$ cat config.mk
export PLATFORM = sky130hd
export DESIGN_NAME = metering_reset_init_sequencer
export DESIGN_NICKNAME = d
export VERILOG_FILES = /design/src/pkg/metering_seq_pkg.sv /design/src/rtl/metering_reset_init_sequencer.sv
export SDC_FILE = /design/constraint.sdc
export NUM_CORES = 1
export LEC_CHECK = 0
export ABC_AREA = 1
export BUFFER_PORTS_ARGS = -buffer_cell sky130_fd_sc_hd__buf_2
export CAP_MARGIN = 30
export CORE_ASPECT_RATIO = 1.2
export CORE_UTILIZATION = 40
export DETAILED_ROUTE_END_ITERATION = 8
export SYNTH_ARGS = -nofsm -noshare
export SYNTH_HDL_FRONTEND = slang
export SYNTH_SLANG_ARGS = --single-unit
$ cat constraint.sdc
create_clock -name clk_sys_in -period 2.4 [get_ports clk_sys_in]
set_input_delay 0.6 -clock clk_sys_in [delete_from_list [all_inputs] [get_ports clk_sys_in]]
set_output_delay 0.6 -clock clk_sys_in [all_outputs]
set_load 0.02 [all_outputs]
$ cat src/pkg/metering_seq_pkg.sv
package metering_seq_pkg;

  // clocking and timing
  localparam int unsigned CLK_MHZ        = 100;
  localparam int unsigned HW_HOLD_MIN_NS = 10000;
  localparam int unsigned WARM_NS        = 20000;
  localparam int unsigned WARM_CYC       = (WARM_NS * CLK_MHZ + 999) / 1000;
  localparam int unsigned CONV_DIV       = 4;
  localparam int unsigned TOGGLE_COUNT   = 8;
  localparam int unsigned SEQ_CYC        = CONV_DIV * TOGGLE_COUNT;

  // register offsets
  localparam logic [15:0] ADDR_GAIN_A   = 16'h4380;
  localparam logic [15:0] ADDR_GAIN_B   = 16'h4383;
  localparam logic [15:0] ADDR_GAIN_C   = 16'h4386;
  localparam logic [15:0] ADDR_GAIN_N   = 16'h4389;
  localparam logic [15:0] ADDR_RAM_LO   = 16'h4380;
  localparam logic [15:0] ADDR_RAM_HI   = 16'h43BF;
  localparam logic [15:0] ADDR_RUN      = 16'hE228;
  localparam logic [15:0] ADDR_FLAGS1   = 16'hE503;
  localparam logic [15:0] ADDR_PULSE    = 16'hE610;
  localparam logic [15:0] ADDR_MAINCFG  = 16'hE618;
  localparam logic [15:0] ADDR_REMCTL   = 16'hE708;
  localparam logic [15:0] ADDR_KEY2     = 16'hE7E3;
  localparam logic [15:0] ADDR_KEY1     = 16'hE7FE;
  localparam logic [15:0] ADDR_PORTLOCK = 16'hEA00;
  localparam logic [15:0] ADDR_ENERGY_A = 16'hE400;
  localparam logic [15:0] ADDR_ENERGY_B = 16'hE401;
  localparam logic [15:0] ADDR_ENERGY_C = 16'hE402;

  // field positions
  localparam int unsigned RST_DONE_BIT   = 15;
  localparam int unsigned SOFT_RST_BIT   = 7;
  localparam int unsigned REMOTE_RST_BIT = 7;
  localparam int unsigned CLK_DIS_BIT    = 6;
  localparam int unsigned LOCK_BIT       = 0;
  localparam int unsigned RUN_BIT        = 0;
  localparam int unsigned PULSE_DIS_LSB  = 9;

  // keys and reset values
  localparam logic [7:0]  KEY1_VALUE    = 8'hAD;
  localparam logic [7:0]  KEY2_VALUE    = 8'h80;
  localparam logic [15:0] PULSE_RST     = 16'h0E00;
  localparam logic [15:0] MAINCFG_RST   = 16'h0000;
  localparam logic [7:0]  REMCTL_RST    = 8'h00;
  localparam logic [15:0] RUN_RST       = 16'h0000;
  localparam logic [31:0] GAIN_RST      = 32'h0000_0000;

  typedef enum logic [1:0] {SEQ_HARD, SEQ_CHIP, SEQ_REMOTE} seq_kind_t;

  typedef struct packed {
    logic        wr;
    logic        rd;
    logic [15:0] addr;
    logic [31:0] wdata;
  } reg_req_t;

  typedef struct packed {
    logic        valid;
    logic [31:0] rdata;
  } reg_rsp_t;

endpackage

$ cat src/rtl/metering_reset_init_sequencer.sv
`timescale 1ns/100ps

// Notes on behaviour
// hardware reset holds clock, sync, selects high
// reset release: remote reset low, eight toggles
// clock resumes after remote reset returns high
// reset-done reads zero during reset, then set
// writing one clears reset-done, interrupt releases
// interrupt unmaskable, low until flag cleared
// hardware reset gives I2C, defaults, DSP idle
// soft reset clears registers, keeps locked port
// soft reset leaves DSP idle, self-clears
// soft reset keeps converter clock running
// remote-only reset bit self-clears after sequence
// host polls remote reset bit until zero
// clock-disable plus remote reset gives low power
// host waits for interrupt low before init
// host toggles slave select thrice for SPI
// port lock write, cleared only by reset
// host starts DSP writing run register
// host writes last RAM register three times
// two key writes enable RAM write protection
// reading energy accumulator clears it
// pulse-mode bits 9..11 disable pulse outputs
// power-up waits 20 us with clock running
// select low picks voltage, high picks temperature
// divide-by-four counter, release outputs together
module metering_reset_init_sequencer
  import metering_seq_pkg::*;
(
  input  wire logic       clk_sys_in,
  input  wire logic       nrst_in,
  input  wire logic       supply_ok_in,
  input  wire logic       spi_request_in,
  input  wire logic [2:0] energy_tick_in,
  input  wire reg_req_t   reg_req_in,
  output reg_rsp_t        reg_rsp_out,
  output logic            converter_clock_out,
  output logic            remote_reset_n_out,
  output logic            sync_out,
  output logic            phase_a_select_out,
  output logic            phase_b_select_out,
  output logic            phase_c_select_out,
  output logic            neutral_select_out,
  output logic            interrupt_line_one_n_out,
  output logic            dsp_run_out,
  output logic            spi_active_out,
  output logic [2:0]      pulse_out_disable_out,
  output logic            ram_protect_out
);

  typedef enum logic [2:0] {ST_OFF, ST_WARM, ST_SEQ, ST_LOWPWR, ST_RUN} state_t;

  state_t      state_r;
  state_t      state_nxt;
  seq_kind_t   kind_r;
  seq_kind_t   kind_nxt;
  logic [11:0] cnt_r;
  logic [11:0] cnt_nxt;
  logic        sup_meta_r;
  logic        sup_ok_r;
  logic        pwrup_r;
  logic [1:0]  div_r;
  logic        conv_clk_r;
  logic        rrst_n_r;
  logic        sync_r;
  logic        sel_r;
  logic        rst_done_r;
  logic        irq_n_r;
  logic [15:0] maincfg_r;
  logic [7:0]  remctl_r;
  logic [15:0] run_r;
  logic [15:0] pulse_r;
  logic        key1_r;
  logic        protect_r;
  logic        lock_r;
  logic        spi_r;
  logic [31:0] gain_r [4];
  logic [31:0] energy_r [3];
  reg_rsp_t    rsp_r;
  logic [31:0] rdata;
  logic        wr;
  logic        rd;
  logic        soft_go;
  logic        seq_last;
  logic        seq_end;
  logic        regs_clr;
  logic        clock_on;

  localparam logic [11:0] WARM_LAST = 12'(WARM_CYC - 1);
  localparam logic [11:0] SEQ_LAST  = 12'(SEQ_CYC - 1);
  localparam logic [15:0] GAIN_ADDR [4] = '{ADDR_GAIN_A, ADDR_GAIN_B, ADDR_GAIN_C, ADDR_GAIN_N};
  localparam logic [15:0] EN_ADDR   [3] = '{ADDR_ENERGY_A, ADDR_ENERGY_B, ADDR_ENERGY_C};

  assign wr       = reg_req_in.wr;
  assign rd       = reg_req_in.rd;
  // soft reset only taken from normal running, so sequences never overlap
  // soft reset request
  assign soft_go  = (state_r == ST_RUN) && wr && (reg_req_in.addr == ADDR_MAINCFG)
                    && reg_req_in.wdata[SOFT_RST_BIT];
  assign seq_last = (state_r == ST_SEQ) && (cnt_r == SEQ_LAST);
  assign seq_end  = seq_last && (kind_r != SEQ_REMOTE);
  // registers return to defaults on soft reset or loss of supply
  assign regs_clr = soft_go || !sup_ok_r;

  // supply monitor comes from outside, two flops before use
  always_ff @(posedge clk_sys_in or negedge nrst_in)
  begin
    if (!nrst_in)
    begin
      sup_meta_r <= 1'b0;
      sup_ok_r   <= 1'b0;
    end
    else
    begin
      sup_meta_r <= supply_ok_in;
      sup_ok_r   <= sup_meta_r;
    end
  end

  always_comb
  begin
    state_nxt = state_r;
    kind_nxt  = kind_r;
    cnt_nxt   = cnt_r + 12'h001;
    case (state_r)
      ST_OFF:
      begin
        cnt_nxt = 12'h000;
        if (sup_ok_r)
        begin
          // power-up warms the remotes first
          if (pwrup_r)
          begin
            state_nxt = ST_WARM;
          end
          else
          begin
            // release of hardware reset
            state_nxt = ST_SEQ;
            kind_nxt  = SEQ_HARD;
          end
        end
      end
      ST_WARM:
      begin
        // 20 us wait
        if (cnt_r == WARM_LAST)
        begin
          state_nxt = ST_SEQ;
          kind_nxt  = SEQ_CHIP;
          cnt_nxt   = 12'h000;
        end
      end
      ST_SEQ:
      begin
        // release after eight periods
        if (seq_last)
        begin
          state_nxt = ST_RUN;
        end
      end
      ST_LOWPWR:
      begin
        cnt_nxt = 12'h000;
        // leave low power
        if (!remctl_r[CLK_DIS_BIT])
        begin
          state_nxt = ST_RUN;
        end
      end
      ST_RUN:
      begin
        cnt_nxt = 12'h000;
        if (soft_go)
        begin
          state_nxt = ST_SEQ;
          kind_nxt  = SEQ_CHIP;
        end
        else if (remctl_r[REMOTE_RST_BIT] && remctl_r[CLK_DIS_BIT])
        begin
          state_nxt = ST_LOWPWR;
        end
        else if (remctl_r[REMOTE_RST_BIT])
        begin
          // remote-only sequence
          state_nxt = ST_SEQ;
          kind_nxt  = SEQ_REMOTE;
        end
      end
      default:
      begin
        state_nxt = ST_OFF;
      end
    endcase
    if (!sup_ok_r)
    begin
      state_nxt = ST_OFF;
    end
  end

  always_ff @(posedge clk_sys_in or negedge nrst_in)
  begin
    if (!nrst_in)
    begin
      state_r <= ST_OFF;
      kind_r  <= SEQ_HARD;
      cnt_r   <= 12'h000;
    end
    else
    begin
      state_r <= state_nxt;
      kind_r  <= kind_nxt;
      cnt_r   <= cnt_nxt;
    end
  end

  // a hardware reset alone is not a power-up; supply loss marks one
  // the synchroniser reads low just after reset, so off state is ignored
  always_ff @(posedge clk_sys_in or negedge nrst_in)
  begin
    if (!nrst_in)
    begin
      pwrup_r <= 1'b0;
    end
    else if (!sup_ok_r && (state_r != ST_OFF))
    begin
      pwrup_r <= 1'b1;
    end
    else if (state_r == ST_WARM)
    begin
      pwrup_r <= 1'b0;
    end
  end

  // clock stopped in hardware sequence and low power
  // clock kept in soft and remote sequences
  assign clock_on = (state_nxt == ST_WARM) || (state_nxt == ST_RUN)
                    || ((state_nxt == ST_SEQ) && (kind_nxt != SEQ_HARD));

  // async reset drives the remote-facing pins high
  always_ff @(posedge clk_sys_in or negedge nrst_in)
  begin
    if (!nrst_in)
    begin
      div_r      <= 2'h0;
      conv_clk_r <= 1'b1;
      rrst_n_r   <= 1'b1;
      sync_r     <= 1'b1;
      sel_r      <= 1'b1;
    end
    else
    begin
      // free-running divide by four
      div_r      <= div_r + 2'h1;
      conv_clk_r <= clock_on ? div_r[1] : 1'b1;
      // remote reset low while toggling
      rrst_n_r   <= !((state_nxt == ST_SEQ) || (state_nxt == ST_LOWPWR));
      sync_r     <= (state_nxt != ST_RUN);
      // idle high keeps the remotes on temperature
      sel_r      <= (state_nxt == ST_SEQ) ? !cnt_nxt[1] : 1'b1;
    end
  end

  // flag cleared by any chip reset, set when it ends
  // set wins over a same-cycle clear
  always_ff @(posedge clk_sys_in or negedge nrst_in)
  begin
    if (!nrst_in)
    begin
      rst_done_r <= 1'b0;
      irq_n_r    <= 1'b1;
    end
    else
    begin
      if (seq_end)
      begin
        rst_done_r <= 1'b1;
      end
      else if (regs_clr || (wr && (reg_req_in.addr == ADDR_FLAGS1)
                            && reg_req_in.wdata[RST_DONE_BIT]))
      begin
        rst_done_r <= 1'b0;
      end
      // no mask on this interrupt
      irq_n_r <= !rst_done_r;
    end
  end

  // soft reset bit never stored, reads high only during the soft reset and power-up sequences
  always_ff @(posedge clk_sys_in or negedge nrst_in)
  begin
    if (!nrst_in)
    begin
      maincfg_r <= MAINCFG_RST;
      run_r     <= RUN_RST;
      pulse_r   <= PULSE_RST;
    end
    else if (regs_clr)
    begin
      // DSP idle, defaults restored
      maincfg_r <= MAINCFG_RST;
      run_r     <= RUN_RST;
      pulse_r   <= PULSE_RST;
    end
    else if (wr)
    begin
      if (reg_req_in.addr == ADDR_MAINCFG)
      begin
        maincfg_r <= reg_req_in.wdata[15:0] & ~(16'h0001 << SOFT_RST_BIT);
      end
      if (reg_req_in.addr == ADDR_RUN)
      begin
        run_r <= reg_req_in.wdata[15:0];
      end
      // pulse disable bits
      if (reg_req_in.addr == ADDR_PULSE)
      begin
        pulse_r <= reg_req_in.wdata[15:0];
      end
    end
  end

  // self-clear at sequence end; a new write of one wins
  always_ff @(posedge clk_sys_in or negedge nrst_in)
  begin
    if (!nrst_in)
    begin
      remctl_r <= REMCTL_RST;
    end
    else if (regs_clr)
    begin
      remctl_r <= REMCTL_RST;
    end
    else if (wr && (reg_req_in.addr == ADDR_REMCTL))
    begin
      remctl_r <= reg_req_in.wdata[7:0];
    end
    else if (seq_last && (kind_r == SEQ_REMOTE))
    begin
      remctl_r[REMOTE_RST_BIT] <= 1'b0;
    end
  end

  // second key only counts right after the first
  always_ff @(posedge clk_sys_in or negedge nrst_in)
  begin
    if (!nrst_in)
    begin
      key1_r    <= 1'b0;
      protect_r <= 1'b0;
    end
    else if (regs_clr)
    begin
      key1_r    <= 1'b0;
      protect_r <= 1'b0;
    end
    else if (wr)
    begin
      key1_r <= (reg_req_in.addr == ADDR_KEY1) && (reg_req_in.wdata[7:0] == KEY1_VALUE);
      if (key1_r && (reg_req_in.addr == ADDR_KEY2) && (reg_req_in.wdata[7:0] == KEY2_VALUE))
      begin
        protect_r <= 1'b1;
      end
    end
  end

  // lock survives soft reset, cleared by hardware reset or supply loss
  // unlocked port falls back to I2C on soft reset
  always_ff @(posedge clk_sys_in or negedge nrst_in)
  begin
    if (!nrst_in)
    begin
      lock_r <= 1'b0;
      spi_r  <= 1'b0;
    end
    else if (!sup_ok_r)
    begin
      lock_r <= 1'b0;
      spi_r  <= 1'b0;
    end
    else
    begin
      if (soft_go && !lock_r)
      begin
        spi_r <= 1'b0;
      end
      else if (!lock_r && spi_request_in)
      begin
        spi_r <= 1'b1;
      end
      if (wr && (reg_req_in.addr == ADDR_PORTLOCK) && (spi_r || reg_req_in.wdata[LOCK_BIT]))
      begin
        lock_r <= 1'b1;
      end
    end
  end

  // RAM-based gains; writes dropped once protection is armed
  for (genvar g = 0; g < 4; g++)
  begin : g_gain
    always_ff @(posedge clk_sys_in or negedge nrst_in)
    begin
      if (!nrst_in)
      begin
        gain_r[g] <= GAIN_RST;
      end
      else if (regs_clr)
      begin
        gain_r[g] <= GAIN_RST;
      end
      else if (wr && !protect_r && (reg_req_in.addr == GAIN_ADDR[g]))
      begin
        gain_r[g] <= reg_req_in.wdata;
      end
    end
  end

  // read clears; a tick in the read cycle is kept
  for (genvar e = 0; e < 3; e++)
  begin : g_energy
    always_ff @(posedge clk_sys_in or negedge nrst_in)
    begin
      if (!nrst_in)
      begin
        energy_r[e] <= 32'h0000_0000;
      end
      else if (regs_clr)
      begin
        energy_r[e] <= 32'h0000_0000;
      end
      else
      begin
        energy_r[e] <= ((rd && (reg_req_in.addr == EN_ADDR[e])) ? 32'h0000_0000 : energy_r[e])
                       + {31'h0000_0000, energy_tick_in[e]};
      end
    end
  end

  always_comb
  begin
    rdata = 32'h0000_0000;
    case (reg_req_in.addr)
      ADDR_GAIN_A:   rdata = gain_r[0];
      ADDR_GAIN_B:   rdata = gain_r[1];
      ADDR_GAIN_C:   rdata = gain_r[2];
      ADDR_GAIN_N:   rdata = gain_r[3];
      ADDR_RUN:      rdata = {16'h0000, run_r};
      ADDR_FLAGS1:   rdata = {16'h0000, rst_done_r, 15'h0000};
      ADDR_PULSE:    rdata = {16'h0000, pulse_r};
      ADDR_MAINCFG:
      begin
        rdata = {16'h0000, maincfg_r};
        rdata[SOFT_RST_BIT] = (state_r == ST_SEQ) && (kind_r == SEQ_CHIP);
      end
      // host polls this bit
      ADDR_REMCTL:   rdata = {24'h000000, remctl_r};
      ADDR_PORTLOCK: rdata = {31'h0000_0000, lock_r};
      ADDR_ENERGY_A: rdata = energy_r[0];
      ADDR_ENERGY_B: rdata = energy_r[1];
      ADDR_ENERGY_C: rdata = energy_r[2];
      default:       rdata = 32'h0000_0000;
    endcase
  end

  always_ff @(posedge clk_sys_in or negedge nrst_in)
  begin
    if (!nrst_in)
    begin
      rsp_r <= '0;
    end
    else
    begin
      rsp_r.valid <= rd;
      rsp_r.rdata <= rd ? rdata : 32'h0000_0000;
    end
  end

  assign reg_rsp_out              = rsp_r;
  assign converter_clock_out      = conv_clk_r;
  assign remote_reset_n_out       = rrst_n_r;
  assign sync_out                 = sync_r;
  assign phase_a_select_out       = sel_r;
  assign phase_b_select_out       = sel_r;
  assign phase_c_select_out       = sel_r;
  assign neutral_select_out       = sel_r;
  assign interrupt_line_one_n_out = irq_n_r;
  assign dsp_run_out              = run_r[RUN_BIT];
  assign spi_active_out           = spi_r;
  assign pulse_out_disable_out    = pulse_r[PULSE_DIS_LSB +: 3];
  assign ram_protect_out          = protect_r;

endmodule

Word level (Yosys, flattened, before mapping). Cells that the tools add are included.

Add/sub/neg operators: 5. Equal/unequal tests: 33. Mux-type cells: 63. Reduce and logical (&&, ||, !) cells: 61.

Operators with widths (count): $mux W32 (15); $pmux W32 S13 (1); $eq A16 B16 Y1 const B (11); $mux W16 (9); $add A32 B1 Y32 (3); $eq A16 B15 Y1 const B (4); $logic_and A1 B1 Y1 (28); $reduce_bool A2 Y1 (13); $pmux W12 S2 (1); $mux W3 (7); $mux W1 (18); $eq A8 B8 Y1 const B (2); $pmux W3 S5 (1); $mux W2 (7); $add A12 B1 Y12 const B (1); $eq A12 B11 Y1 const B (1); $eq A12 B5 Y1 const B (1); $eq A3 B2 Y1 const B (4); $mux W12 (1); $mux W8 (1); $reduce_and A2 Y1 (4); $mux W7 (1); $eq A3 B1 Y1 const B (2); $eq A3 B3 Y1 const B (2); 13 further kinds (24).

Flip-flop bits (word level): 345. Bits of input ports: 57. Output and inout port bits: 47. Word-level logic and storage cells: 193.

Logic depth before layout (Yosys ltp).
Word-level depth: 11. Gate-level depth with buffers: 21. Depth with buffers taken out: 18.

Worst setup path before layout. OpenSTA, ideal clock, no wires.

Path type: input-to-reg. Start: input reg_req_in[46] in the netlist's numbering. End: register energy_r[82] in the netlist's numbering. Library setup time: 117 ps. Data arrival time: 2743 ps. Data required time: 2283 ps. Slack: -459 ps. Stages on the path: 19. Path through: inv_1 nor2_2 nand2_2 nor2_4 nand3_2 buf_6 buf_4 clkbuf_1 nand2_1 inv_1 ha_1 ha_1 nand4_2 nor2_1 nand3_1 nor2_1 nand2_1 nand2_1 nor2_1.

Cells in the longest elaborated chain, start to end: 5. Elaborated cells on any way between the ends: 9.

Ends and longest elaborated chain: start, declared (line metering_reset_init_sequencer.sv:36) `input wire reg_req_t reg_req_in,`; $eq A16 B16 Y1, on equally long branches (line metering_reset_init_sequencer.sv:434, metering_reset_init_sequencer.sv:99); $logic_and A1 B1 Y1, on equally long branches (line metering_reset_init_sequencer.sv:434, metering_reset_init_sequencer.sv:99); $mux W32 / $logic_and A1 B1 Y1 (equally long branches) (line metering_reset_init_sequencer.sv:434, metering_reset_init_sequencer.sv:100); $add A32 B1 Y32 / $logic_or A1 B1 Y1 (equally long branches) (line metering_reset_init_sequencer.sv:435, metering_reset_init_sequencer.sv:104); $mux W32 * (line metering_reset_init_sequencer.sv:428) `else if (regs_clr)`; end signal, assigned by index (line metering_reset_init_sequencer.sv:434) `energy_r[e] <= ((rd && (reg_req_in.addr == EN_ADDR[e])) ? 32'h0000_0000 : energy_r[e])`; end, declared (line metering_reset_init_sequencer.sv:79) `logic [31:0] energy_r [3];`.

Mark *: on every way between the ends. The rest lies on a longest branch, timed or not. A chain may end at the register's enable or synchronous reset.

Worst setup path after layout.
Start: register state_r[0]. End: register gain_r[98] in the netlist's numbering.

Cells in the longest elaborated chain, start to end: 6. Elaborated cells on any way between the ends: 7.

Ends and longest elaborated chain: start, declared (line metering_reset_init_sequencer.sv:54) `state_t state_r;`; start signal, assigned (line metering_reset_init_sequencer.sv:212) `state_r <= state_nxt;`; $eq A3 B3 Y1 * (line metering_reset_init_sequencer.sv:99) `assign soft_go = (state_r == ST_RUN) && wr && (reg_req_in.addr == ADDR_MAINCFG)`; $logic_and A1 B1 Y1 * (2 in series) (line metering_reset_init_sequencer.sv:99); $logic_and A1 B1 Y1 * (line metering_reset_init_sequencer.sv:100) `&& reg_req_in.wdata[SOFT_RST_BIT];`; $logic_or A1 B1 Y1 * (line metering_reset_init_sequencer.sv:104) `assign regs_clr = soft_go || !sup_ok_r;`; $mux W32 / $reduce_bool A2 Y1 (equally long branches); end signal, assigned by index (line metering_reset_init_sequencer.sv:414) `gain_r[g] <= reg_req_in.wdata;`; end, declared (line metering_reset_init_sequencer.sv:78) `logic [31:0] gain_r [4];`.

Marks and branches as above.

==> reports/metrics.yaml <==
root_buffer: "clkbuf_16"
final_cell_mix: "814 x nand2_1, 352 x nor2_1, 336 x dfrtp_1"
grt-ovfl-total: 0
crit_arrival_ps: 2570
start_kind: "register"
yosys_warnings: 0
initial_utilization: 0.407
finalWorstSetupSlack_ps: 277
peakVddDrop_v: 0.000485
slew_violations: 0
dp.cells: 3296
r2r_cells: 8
ys_async_sr_fraction: 1.00
post-place-ws_ps: -197
clockBufferDepth: 3
syn_area_per_cell_um2: 7.46
wl_mm: 61.3
drt-initial-drc-count: 1330
slowest_stage: "dfrtp_1"
synth-seq-area-share: 0.469
drtPass1Iterations: 7
clk_latency_ps: 560
gr-usage-all-layers: 0.268
cp-endpoint: "gain_r[98]"
crit_required_ps: 2840
min_path_type: "input port to register"
rr_endpoint: "gain_r[98]"
fin_nets: 2793
p_leak_nw: 10.7
drv_cap: 0
die_w_um: 198
final_antenna_net_count: 0
n_fill_cell: 4504
antenna_cells: 0
path_cells: "nor2_1, nand2_1, nor3_2, nand4_2, nand2_8, a21oi_4, buf_4, o31ai_1"
syn_inst: 2464
grt_pass1_vias: 17579
seq_area_mm2: 0.00862
cp_max_fo: 17
setup_tns_ps: 0
boundaryPins: 104
synth_area_mm2: 0.0184
crit_path_end_kind: "register"
numCtsBuffers: 39
max_stage_delay_ps: 440
yosysUniqueCellTypes: 44
grt_max_degree: 72
path_class: "register to register"
cts_tree: "yes"
finalHoldViolations: 0
grt_pass1_wl_mm: 97.7
path_clk_slew_ps: 60
final-setup-viol-count: 0
max-slew-margin-rel: 0.448
startpoint: "state_r[0]"
cellPowerDensity_mw_per_mm2: 603
synth_ff_type: "dfrtp_1"
row_count: 85
fin_crit_sh: 0.885
core_region_area_mm2: 0.0451
utilization: 0.506
antenna_found_initial: 1
period_needed_ps: 2120
drt_drc_violations_left: 0
hpwlAfterDp_mm: 45.3
reg2reg_from: "state_r[0]"
place_congestion: 0.947
post-cts-setup-buffer-count: 0
ys_ff_latch: 344
die-area_mm2: 0.0468
syn_nets: 2528
layout-drive-gt1-share: 0.178
synth-edff-count: 0
cts-htree-levels: 2
die_h_um: 237
multi_input_area_mm2: 0.00867
r2r_slack_ps: 280
via_per_inst: 5.29
status: "finished clean"
fin_cells: 3368
io_buffers: 103
rsz0062_at_grt: "false"
clock_sinks: 344
layout_commonest_cell: "nand2_1"
clock_skew_ps: 11.0
drt-wirelength-per-cell_um: 18.2
max_slew.worst_pin.slew_ps: 825
fmax_ghz: 0.471
synthToLayoutAreaGrowth_pct: 24.2
vias: 17807
## logic make-up (layout without fill, tap and decap cells)
logic type               after synthesis  in the layout  synth area share
AO/OA/AOI/OAI                        282            282             0.105
XOR/XNOR                              20             20           0.00953
adder cells (fa/ha/maj)                7              7           0.00477
buffers and inverters                304            599            0.0721
flip-flops                           344            344             0.469
AND/OR/NAND/NOR                     1507           1507             0.339
## worst min-delay path by stage
stage                       startpoint    endpoint  slack (ps)  depth (start not counted)
after global routing      supply_ok_in  sup_meta_r         130                          1
final                     supply_ok_in  sup_meta_r         150                          1
after floorplan                nrst_in    cnt_r[0]         300                          0
after global placement      sup_meta_r    sup_ok_r         340                          0
after detailed placement    sup_meta_r    sup_ok_r         340                          0
after CTS                 supply_ok_in  sup_meta_r         130                          1
## layer usage
| metal | global-route usage | share of wire | up-vias |
|---|---|---|---|
| met1 | 0.363 | 0.44 | 8640 |
| met3 | 0.0356 | 0.051 | 96 |
| met4 | 0.0834 | 0.027 | 2 |
| li1 | - | - | 8577 |
| met2 | 0.444 | 0.48 | 492 |
| met5 | 0 | 0.00013 | - |
## report_power, final
group	switching, mW	leakage [nW]	internal (mW)
logic	0.893	5.49	0.471
clock network	2.51	0.649	3.62
registers	0.178	4.61	6.09
## cells in the mapped netlist, types with 7 or more instances
master / instances / share of area
a21oi_1: 33 / 0.0090
a22o_1: 10 / 0.0048
buf_2: 57 / 0.016
buf_4: 14 / 0.0057
buf_6: 8 / 0.0049
clkbuf_1: 36 / 0.0074
dfrtp_1: 336 / 0.46
dfstp_2: 8 / 0.011
ha_1: 7 / 0.0048
inv_1: 178 / 0.036
nand2_1: 822 / 0.17
nand3_1: 202 / 0.055
nand4_1: 36 / 0.012
nor2_1: 366 / 0.075
nor2_2: 13 / 0.0044
nor3_1: 40 / 0.011
o21ai_0: 43 / 0.012
o31ai_1: 173 / 0.071
xor2_1: 19 / 0.0091
## sequential cells by signal, summed over array words and instances, names as in the netlist, 2 cells and up
signal and cells:
cnt_r 12, div_r 2, energy_r 96, gain_r 128
kind_r 2, maincfg_r 15, pulse_r 16, reg_rsp_out 33
remctl_r 8, run_r 16, state_r 3
## worst max-delay path, delay by kind of cell, from the launching register on
kind                   cells  cell delay [ps]
buffers and inverters      1              240
AND/OR/NAND/NOR            5              940
flip-flops                 1              440
AO/OA/AOI/OAI              2              370
## per-stage QoR
stage	hold WS [ps]	cell area (um^2)	total power, mW
after detailed placement	339	21500	7.74
final	148	22800	13.8
after global placement	343	21500	7.70
after floorplan	304	18600	7.06
after CTS	126	22800	13.9
after global routing	132	22800	14.3
## repair_timing
action                                  CTS  global route
endpoints found under the setup margin    0             0
gates resized for setup                   0             0
hold buffers                              1             0
hold endpoints to repair                 23             0
## area by class of cell
| class | count | area share |
|---|---|---|
| multi-input cells | 1816 | 0.380 |
| flip-flops and latches | 344 | 0.378 |
| repair buffers | 340 | 0.120 |
| clock buffers | 59 | 0.0518 |
| well taps | 609 | 0.0334 |
| inverters | 188 | 0.0316 |
| clock inverters | 12 | 0.00559 |
Power figures use the tool's default switching activity.
